===== src/include/tmr_pkg.sv =====
// package of the timer/counter core: register map, field
// positions, limits, clock select codes and carrier structs.
// assumes a 32-bit classic wishbone slave port, byte offsets.
package tmr_pkg;

  // ****************************************
  // register offsets
  // ****************************************
  localparam logic [7:0] ADR_CTL_A  = 8'h00;
  localparam logic [7:0] ADR_CTL_B  = 8'h04;
  localparam logic [7:0] ADR_CNT_LO = 8'h08;
  localparam logic [7:0] ADR_CNT_HI = 8'h0c;
  localparam logic [7:0] ADR_CMP_A  = 8'h10;
  localparam logic [7:0] ADR_CMP_B  = 8'h14;
  localparam logic [7:0] ADR_FLAGS  = 8'h18;
  localparam logic [7:0] ADR_MASK   = 8'h1c;

  // ****************************************
  // field positions and limits
  // ****************************************
  localparam int FLG_OVF = 0;
  localparam int FLG_MA  = 1;
  localparam int FLG_MB  = 2;
  localparam int FLG_CAP = 3;
  localparam int NFLAG   = 4;
  localparam logic [7:0]  MAX8   = 8'hff;
  localparam logic [15:0] MAX16  = 16'hffff;
  localparam logic [7:0]  ZERO8  = 8'h00;
  localparam logic [7:0]  ONE8   = 8'h01;
  localparam logic [15:0] ONE16  = 16'h0001;

  // ****************************************
  // clock select codes and prescaler taps
  // ****************************************
  localparam logic [2:0] CS_STOP  = 3'h0;
  localparam logic [2:0] CS_DIV1  = 3'h1;
  localparam logic [2:0] CS_DIV8  = 3'h2;
  localparam logic [2:0] CS_DIV64 = 3'h3;
  localparam logic [2:0] CS_DIV256  = 3'h4;
  localparam logic [2:0] CS_DIV1024 = 3'h5;
  localparam logic [2:0] CS_EXT_FALL = 3'h6;
  localparam logic [2:0] CS_EXT_RISE = 3'h7;
  localparam logic [9:0] TAP8    = 10'h007;
  localparam logic [9:0] TAP64   = 10'h03f;
  localparam logic [9:0] TAP256  = 10'h0ff;
  localparam logic [9:0] TAP1024 = 10'h3ff;

  // ****************************************
  // carriers
  // ****************************************
  typedef struct packed {
    logic        cap_en;
    logic        width;
    logic        ctc;
  } tmr_ctl_t;

  typedef struct packed {
    logic        cyc;
    logic        stb;
    logic        we;
    logic [3:0]  sel;
    logic [7:0]  adr;
    logic [31:0] dat;
  } tmr_wb_req_t;

endpackage : tmr_pkg


===== src/rtl/tmr_core.sv =====
// 8/16-bit timer/counter core with a classic wishbone slave.
// assumes capture_trig and irq_ack are one-cycle pulses
// synchronous to clk_sys.
`timescale 1ns/1ps
module tmr_core (
  // clock and reset
  input  wire logic            clk_sys,
  input  wire logic            rst_n,
  // wishbone slave
  input  tmr_pkg::tmr_wb_req_t wb_req,
  output logic [31:0]          wb_dat_o,
  output logic                 wb_ack_o,
  // timer pins and events
  input  wire logic            ext_count_pin,
  input  wire logic            capture_trig,
  // interrupt requests and service acknowledge
  input  wire logic [3:0]      irq_ack,
  output logic [3:0]           irq_req
);

  // ****************************************
  // state
  // ****************************************
  typedef struct packed {
    tmr_pkg::tmr_ctl_t ctl;
    logic [2:0]        clock_select;
    logic [7:0]        cnt_lo;
    logic [7:0]        cnt_hi;
    logic [7:0]        cmp_a;
    logic [7:0]        cmp_b;
    logic [3:0]        flags;
    logic [3:0]        mask;
    logic              blk;
    logic              ack;
    logic [31:0]       rdat;
    logic [3:0]        irq;
  } tmr_st_t;

  tmr_st_t s_q;
  tmr_st_t s_d;

  logic        timer_tick;
  logic        at_max;
  logic        hit_a;
  logic        hit_b;
  logic        ctc_hit;
  logic        acc;
  logic        wr;
  logic        wr_cnt;
  logic [7:0]  wdat;
  logic [31:0] rd_mux;
  logic [3:0]  set;
  logic [3:0]  clr;
  logic [15:0] cnt16;

  // ****************************************
  // submodules
  // ****************************************
  tmr_clksel u_clksel (
    .clk_sys      (clk_sys),
    .rst_n        (rst_n),
    .clock_select (s_q.clock_select),
    .ext_count_pin(ext_count_pin),
    .timer_tick   (timer_tick)
  );

  tmr_cmp u_cmp (
    .count_low_byte (s_q.cnt_lo),
    .count_high_byte(s_q.cnt_hi),
    .compare_value_a(s_q.cmp_a),
    .compare_value_b(s_q.cmp_b),
    .ctl            (s_q.ctl),
    .at_max         (at_max),
    .hit_a          (hit_a),
    .hit_b          (hit_b),
    .ctc_hit        (ctc_hit)
  );

  // ****************************************
  // bus decode
  // ****************************************
  // ack one cycle after the request; write commits on the ack edge
  assign acc    = wb_req.cyc & wb_req.stb;
  assign wr     = acc & s_q.ack & wb_req.we & wb_req.sel[0];
  assign wdat   = wb_req.dat[7:0];
  assign wr_cnt = wr & ((wb_req.adr == tmr_pkg::ADR_CNT_LO)
                     | (wb_req.adr == tmr_pkg::ADR_CNT_HI));
  assign cnt16  = {s_q.cnt_hi, s_q.cnt_lo};

  always_comb begin
    rd_mux = '0;
    unique case (wb_req.adr)
      tmr_pkg::ADR_CTL_A:  rd_mux[2:0] = s_q.ctl;
      tmr_pkg::ADR_CTL_B:  rd_mux[2:0] = s_q.clock_select;
      tmr_pkg::ADR_CNT_LO: rd_mux[7:0] = s_q.cnt_lo;
      tmr_pkg::ADR_CNT_HI: rd_mux[7:0] = s_q.cnt_hi;
      tmr_pkg::ADR_CMP_A:  rd_mux[7:0] = s_q.cmp_a;
      tmr_pkg::ADR_CMP_B:  rd_mux[7:0] = s_q.cmp_b;
      tmr_pkg::ADR_FLAGS:  rd_mux[3:0] = s_q.flags;
      tmr_pkg::ADR_MASK:   rd_mux[3:0] = s_q.mask;
      default:             rd_mux = '0;
    endcase
  end

  // ****************************************
  // next state
  // ****************************************
  always_comb begin
    s_d      = s_q;
    set      = '0;
    clr      = irq_ack;
    s_d.ack  = acc & ~s_q.ack;
    if (acc & ~s_q.ack) begin
      s_d.rdat = rd_mux;
    end
    // counting; the comparator looks at the value before the tick
    if (timer_tick) begin
      if (ctc_hit) begin
        s_d.cnt_lo = tmr_pkg::ZERO8;
      end else if (s_q.ctl.width) begin
        {s_d.cnt_hi, s_d.cnt_lo} = cnt16 + tmr_pkg::ONE16;
      end else begin
        s_d.cnt_lo = s_q.cnt_lo + tmr_pkg::ONE8;
      end
      set[tmr_pkg::FLG_OVF] = at_max;
      if (!s_q.blk) begin
        set[tmr_pkg::FLG_MA] = hit_a;
        set[tmr_pkg::FLG_MB] = hit_b;
      end
      s_d.blk = 1'b0;
    end
    // register writes
    if (wr) begin
      unique case (wb_req.adr)
        tmr_pkg::ADR_CTL_A: begin
          s_d.ctl = tmr_pkg::tmr_ctl_t'(wdat[2:0]);
        end
        tmr_pkg::ADR_CTL_B: s_d.clock_select = wdat[2:0];
        tmr_pkg::ADR_CNT_LO: s_d.cnt_lo = wdat;
        tmr_pkg::ADR_CNT_HI: s_d.cnt_hi = wdat;
        tmr_pkg::ADR_CMP_A: s_d.cmp_a = wdat;
        tmr_pkg::ADR_CMP_B: s_d.cmp_b = wdat;
        tmr_pkg::ADR_FLAGS: clr = clr | wdat[3:0];
        tmr_pkg::ADR_MASK: s_d.mask = wdat[3:0];
        default: s_d.blk = s_d.blk;
      endcase
    end
    if (wr_cnt) begin
      s_d.blk = 1'b1;
    end
    // capture overrides a same-cycle compare write
    if (capture_trig & s_q.ctl.cap_en) begin
      s_d.cmp_a = s_q.cnt_lo;
      if (s_q.ctl.width) begin
        s_d.cmp_b = s_q.cnt_hi;
      end
      set[tmr_pkg::FLG_CAP] = 1'b1;
    end
    // a set in the clearing cycle wins
    s_d.flags = (s_q.flags & ~clr) | set;
    s_d.irq   = s_d.flags & s_d.mask;
  end

  always_ff @(posedge clk_sys or negedge rst_n) begin
    if (!rst_n) begin
      s_q <= '0;
    end else begin
      s_q <= s_d;
    end
  end

  assign wb_dat_o = s_q.rdat;
  assign wb_ack_o = s_q.ack;
  assign irq_req  = s_q.irq;
endmodule : tmr_core


===== src/rtl/tmr_clksel.sv =====
// clock select and free running prescaler; emits the timer tick.
// assumes ext_count_pin is already synchronous to clk_sys.
`timescale 1ns/1ps
module tmr_clksel (
  // clock and reset
  input  wire logic       clk_sys,
  input  wire logic       rst_n,
  // selection
  input  wire logic [2:0] clock_select,
  input  wire logic       ext_count_pin,
  // count enable
  output logic            timer_tick
);

  typedef struct packed {
    logic [9:0] psc;
    logic       pin;
    logic       tick;
  } tmr_cs_st_t;

  tmr_cs_st_t s_q;
  tmr_cs_st_t s_d;

  always_comb begin
    s_d      = s_q;
    s_d.psc  = s_q.psc + 10'h001;
    s_d.pin  = ext_count_pin;
    // prescaler runs free whatever the selection
    unique case (clock_select)
      tmr_pkg::CS_STOP:     s_d.tick = 1'b0;
      tmr_pkg::CS_DIV1:     s_d.tick = 1'b1;
      tmr_pkg::CS_DIV8:     s_d.tick = (s_q.psc[2:0] == tmr_pkg::TAP8[2:0]);
      tmr_pkg::CS_DIV64:    s_d.tick = (s_q.psc[5:0] == tmr_pkg::TAP64[5:0]);
      tmr_pkg::CS_DIV256:   s_d.tick = (s_q.psc[7:0] == tmr_pkg::TAP256[7:0]);
      tmr_pkg::CS_DIV1024:  s_d.tick = (s_q.psc == tmr_pkg::TAP1024);
      tmr_pkg::CS_EXT_FALL: s_d.tick = s_q.pin & ~ext_count_pin;
      tmr_pkg::CS_EXT_RISE: s_d.tick = ~s_q.pin & ext_count_pin;
    endcase
  end

  always_ff @(posedge clk_sys or negedge rst_n) begin
    if (!rst_n) begin
      s_q <= '0;
    end else begin
      s_q <= s_d;
    end
  end

  assign timer_tick = s_q.tick;

endmodule : tmr_clksel


===== src/rtl/tmr_cmp.sv =====
// comparator: counter against compare values and MAX.
// purely combinational; the core samples it on each tick.
`timescale 1ns/1ps
module tmr_cmp (
  // counter and compare values
  input  wire logic [7:0]   count_low_byte,
  input  wire logic [7:0]   count_high_byte,
  input  wire logic [7:0]   compare_value_a,
  input  wire logic [7:0]   compare_value_b,
  input  tmr_pkg::tmr_ctl_t ctl,
  // results
  output logic              at_max,
  output logic              hit_a,
  output logic              hit_b,
  output logic              ctc_hit
);

  logic [15:0] cnt16;
  logic [15:0] cmp16;
  logic        cmp_on;

  assign cnt16 = {count_high_byte, count_low_byte};
  assign cmp16 = {compare_value_b, compare_value_a};
  // 16-bit capture holds captures in both compare bytes
  assign cmp_on = ~(ctl.cap_en & ctl.width);
  assign at_max = ctl.width ? (cnt16 == tmr_pkg::MAX16)
                            : (count_low_byte == tmr_pkg::MAX8);
  assign hit_a = cmp_on & (ctl.width ? (cnt16 == cmp16)
                 : (count_low_byte == compare_value_a));
  assign hit_b = ~ctl.width & (count_low_byte == compare_value_b);
  assign ctc_hit = ~ctl.cap_en & ~ctl.width & ctl.ctc
                   & (count_low_byte == compare_value_a);

endmodule : tmr_cmp


===== config.mk =====
export PLATFORM = sky130hd
export DESIGN_NAME = tmr_core
export DESIGN_NICKNAME = d
export VERILOG_FILES = /design/src/include/tmr_pkg.sv /design/src/rtl/tmr_core.sv /design/src/rtl/tmr_clksel.sv /design/src/rtl/tmr_cmp.sv
export SDC_FILE = /design/constraint.sdc
export NUM_CORES = 1
export LEC_CHECK = 0
export BUFFER_PORTS_ARGS = -buffer_cell sky130_fd_sc_hd__buf_2
export CAP_MARGIN = 30
export CELL_PAD_IN_SITES_DETAIL_PLACEMENT = 1
export CELL_PAD_IN_SITES_GLOBAL_PLACEMENT = 1
export CORE_MARGIN = 8
export CORE_UTILIZATION = 42
export DETAILED_ROUTE_END_ITERATION = 10
export GPL_ROUTABILITY_DRIVEN = 0
export GPL_TIMING_DRIVEN = 0
export PLACE_DENSITY_LB_ADDON = 0.2
export SLEW_MARGIN = 20
export SYNTH_ARGS = -nofsm -noshare
export SYNTH_HDL_FRONTEND = slang
export SYNTH_SLANG_ARGS = --single-unit

===== constraint.sdc =====
create_clock -name clk_sys -period 2.3 [get_ports clk_sys]
set_clock_uncertainty 0.2 [all_clocks]
set_input_delay 0.115 -clock clk_sys [delete_from_list [all_inputs] [get_ports clk_sys]]
set_output_delay 0.115 -clock clk_sys [all_outputs]
set_load 0.1 [all_outputs]

After elaboration in Yosys (flattened, before gate mapping)
Cells that the tools add are included.
{ "totals": {"reg_bits": 72, "inputBits": 55} }
{ "classes": {"add_sub_neg": 3, "n_eq_ne": 23, "mux": 27, "bitwise": 27, "reduce_logical": 7} }
{ "op_table": {"columns": ["cell", "n"], "rows": [
  ["2-to-1 mux 8 bit", 9],
  ["equality test 8 x 5 -> 1 bit, second input constant", 4],
  ["2-to-1 mux 16 bit", 2],
  ["2-to-1 mux 32 bit", 1],
  ["case mux 3 bit (8 select lines)", 1],
  ["adder 16 x 1 -> 16 bit, second input constant", 1],
  ["equality test 16 bit", 1],
  ["equality test 16 bit, second input constant", 1],
  ["equality test 8 x 4 -> 1 bit, second input constant", 2],
  ["equality test 8 bit", 2],
  ["equality test 8 bit, second input constant", 2],
  ["case mux 4 bit (4 select lines)", 1],
  ["AND 1 bit", 15],
  ["equality test 3 bit, second input constant", 5],
  ["2-to-1 mux 4 bit", 3],
  ["adder 10 x 1 -> 10 bit, second input constant", 1],
  ["equality test 10 bit, second input constant", 1],
  ["adder 8 x 1 -> 8 bit, second input constant", 1],
  ["AND 4 bit", 2],
  ["equality test 8 x 3 -> 1 bit, second input constant", 1],
  ["logical NOT 8 bit", 1],
  ["bitwise OR 4 bit", 2],
  ["case mux 1 bit (8 select lines)", 1],
  ["equality test 3 x 2 -> 1 bit, second input constant", 2],
  ["13 further kinds", 25]
]} }

Longest topological paths before layout
{ "logic_depth": {"depth_word": 10, "mapped_depth": 7, "depth_no_buf": 6} }

By module
A second synthesis with hierarchy kept.
{ "hier_totals": {"hier_cells": 427, "area_unflattened_um2": 4304.1} }
{ "by_module_without_submodules": {"columns": ["module", "instances", "cells_each", "area_per_inst_um2", "seq_area_each_um2"], "rows": [
  ["tmr_core", 1, 341, 3460.8, 1501.4],
  ["tmr_clksel", 1, 45, 523.0, 300.3],
  ["tmr_cmp", 1, 41, 320.3, 0.0]
]} }

Least setup slack after synthesis
OpenSTA, ideal clock, no wires.
{ "synth_path": {"path_type": "register to register", "startpoint": "register s_q (netlist bit wb_ack_o)", "endpoint": "register s_q[81] in the netlist's numbering", "setup_time_ps": 128, "arrival_ps": 2373, "t_required_ps": 1972, "slack_ps": -400, "path_stages_with_launch": 6, "n_path_buf": 1, "period_less_slack_ps": 2700, "cell_sequence": "dfrtp_1 nand3_1 or4_1 buf_4 nor2_2 mux2_1"} }
{ "synth_via": {"elab_chain_len": 4} }
{ "synth_rtl": {"columns": ["element", "line", "text"], "rows": [
  ["from (decl)", "tmr_core.sv:39", "tmr_st_t s_q;"],
  ["from (signal assigned)", "tmr_core.sv:166", "s_q <= '0;"],
  ["from (signal assigned)", "tmr_core.sv:168", "s_q <= s_d;"],
  ["AND 1 bit (3 in series)", "tmr_core.sv:84", "assign wr = acc & s_q.ack & wb_req.we & wb_req.sel[0];"],
  ["AND reduction 2 bit (no line)", null, null]
]} }
Every way passes these cells.
A chain may end at the register's enable or synchronous reset.

==> metrics.yaml <==
synth_compound_area_share_pct: 12.1
hold_path.class: "in2reg"
synth_top_area_share_pct: 42.3
fmax_mhz: 460
whs_ps: 54.8
die_h_microns: 117
yosysSeqAreaShare_pct: 42.3
yosysMostFrequentCell: "dfrtp_1"
via_count: 3523
grt.total_usage_pct: 20.2
ant_nets: 0
synth_edf_count: 0
antenna_cells: 0
worstPathRequired_ps: 2350
worstSetupEndpointType: "flop"
dpl.hpwl_microns: 9450
finalMaxSlewViolations: 0
insertion_delay_ps: 360
rows: 36
ys_ff_latch: 72
synth_area_leaders: "dfrtp_1 (42%), mux2i_1 (7.0%), buf_4 (6.9%), xnor2_1 (4.9%), nand2_1 (4.7%)"
utilization_pct: 52.5
start_util_pct: 43.4
leakage_uw: 0.00242
drt_iter0_markers: 211
grt_pass1_wl_microns: 20900
synth_mux_area_share_pct: 9.16
power.total_uw: 2840
routedWlPerCell_microns: 19.0
worst_slew_pin_slew_ps: 953
cts_sinks: 72
fillers: 1174
h-tree-depth: 3
cp.arrival_ps: 2220
vias_per_cell: 5.30
cts_buffers: 9
cts_tree: "yes"
placed_cells: 637
crit_slowest_cell: "dlygate4sd3_1"
setup_viol: 0
drv_cap: 0
io_pins: 92
grt_pass1_vias: 3888
fin_crit_sh_pct: 94.4
finalWirelength_microns: 12700
layout_min_cycle_time_ps: 2170
dr.pass1.iters: 4
drc: 0
reg2reg_slack_ps: 130
async_flop_share_pct: 100
status: "complete, no violations"
avgSynthCellArea_sq_um: 9.66
gr-total-overflow: 0
yosys.area.top_type: "dfrtp_1"
synth_xor_area_share_pct: 9.25
crit_fanout: 4
timing.critical_path.slowest_cell_delay_ps: 550
port_buffers: 39
critPathLaunchType: "flop"
ys_dominant_reg_cell: "dfrtp_1"
synth_top_family_by_area: "simple AND/OR/NAND/NOR gates"
clk_pin_slew_worst_paths_ps: 80
power_density_mw_per_mm2: 551
drive_gt1_share_pct: 23.1
cts_root_buffer: "clkbuf_8"
ys_types: 51
synth_area_sq_mm: 0.00426
reg2regPathDepth: 5
clockBufferDepth: 2
synth_commonest_cells: "dfrtp_1 (72), nand2_1 (53), buf_4 (39)"
synthSimpleGateAreaFrac_pct: 16.8
path_cells: "nand3_1, nor4_2, nand2_1, a31o_2, dlygate4sd3_1"
syn_to_final_growth_pct: 21.1
synth_fa_ha_area_share_pct: 0.881
yosys_warnings: 0
final_cells: 665
nets: 585
maxSlewHeadroom_pct: 35.9
hold_violations: 0
die_w_microns: 117
antenna_found_initial: 0
ir_drop_v: 0.000261
hold_depth: 4
coreArea_sq_mm: 0.00982
synthCells: 441
grt_max_degree: 39
dieArea_sq_mm: 0.0136
finalSetupTns_ps: 0
crit_type: "reg2reg"
[stage by stage]
step / area [sq um] / setup WS (ps)
2_1_floorplan: 4350 / 28.9
3_3_place_gp: 4710 / -285
3_5_place_dp: 4730 / -345
4_1_cts: 5160 / 0.492
5_1_grt: 5160 / -6.77
6_report: 5160 / 128
[sequential cells by signal, indices dropped and copies added (netlist names)]
| name | flops |
|---|---|
| wb_ack_o | 1 |
| u_clksel.s_q | 11 |
| cnt16 | 16 |
| irq_req | 4 |
| u_clksel.timer_tick | 1 |
| s_q | 31 |
| wb_dat_o | 8 |
[report_power, final]
part	internal (uW)	leakage, uW	switching [uW]	total, uW
logic	104	0.00134	308	412
clock network	641	0.000110	507	1150
registers	1280	0.000964	8.80	1280
[what timing repair did]
action	CTS	global route
hold buffers	17	0
pin swaps	0	2
resized for setup	5	4
setup endpoints to repair	15	12
setup buffers	0	1
hold endpoints to repair	119	0
[layout make-up]
type	instances	area (sq um)	area share, %
well taps	133	166	3.23
clock inverters	5	81.3	1.58
inverters	7	26.3	0.509
multi-input cells	325	2190	42.4
clock buffers	11	141	2.74
flip-flops and latches	72	1810	35.0
repair buffers	58	395	7.66
plain buffers	54	353	6.84
[final timing paths]
check,from,endpoint
setup reg to reg,wb_ack_o,s_q[45]
hold / removal,wb_req[46],wb_dat_o[2]
hold reg to reg,u_clksel.s_q[2],u_clksel.s_q[2]
max in group asynchronous,rst_n,s_q[83]
min in group asynchronous,rst_n,wb_dat_o[7]
setup / recovery,wb_ack_o,s_q[45]
[layout by cell type, fill, tap and decap left out, drive strengths merged, types with 6 or more instances in the layout]
| master | instances |
|---|---|
| buf | 83 |
| nand3 | 15 |
| o31ai | 6 |
| xor2 | 21 |
| nand4 | 6 |
| conb | 24 |
| and2 | 7 |
| dlygate4sd3 | 17 |
| mux2i | 30 |
| o21ai | 31 |
| nor2 | 17 |
| nor4 | 8 |
| a21oi | 8 |
| dfrtp | 72 |
| and3 | 6 |
| nand2 | 53 |
| o22ai | 8 |
| clkbuf | 23 |
| mux2 | 8 |
| inv | 7 |
| xnor2 | 24 |
[worst max-delay path, delay by kind of cell (launching register included)]
kind	cells	cell delay, ps
flops	1	420
simple gates	3	620
compound gates	1	260
buf+inv	1	550
[metal layers]
metal,routed length (microns),vias up,track usage [%],share of wire [%]
li1,-,1657,-,-
met1,5450,1759,24.9,43
met2,6300,93,34.7,50
met3,691,14,3.83,5.5
met4,214,0,6.83,1.7
met5,0,-,0,0
[logic make-up after synthesis]
family,Yosys count
AO/OA/AOI/OAI,81
buffers and inverters,67
AND/OR/NAND/NOR,134
flip-flops,72
other,1
XOR/XNOR,45
multiplexers,38
adder cells (fa/ha/maj),3
Power figures use the tool's default switching activity.
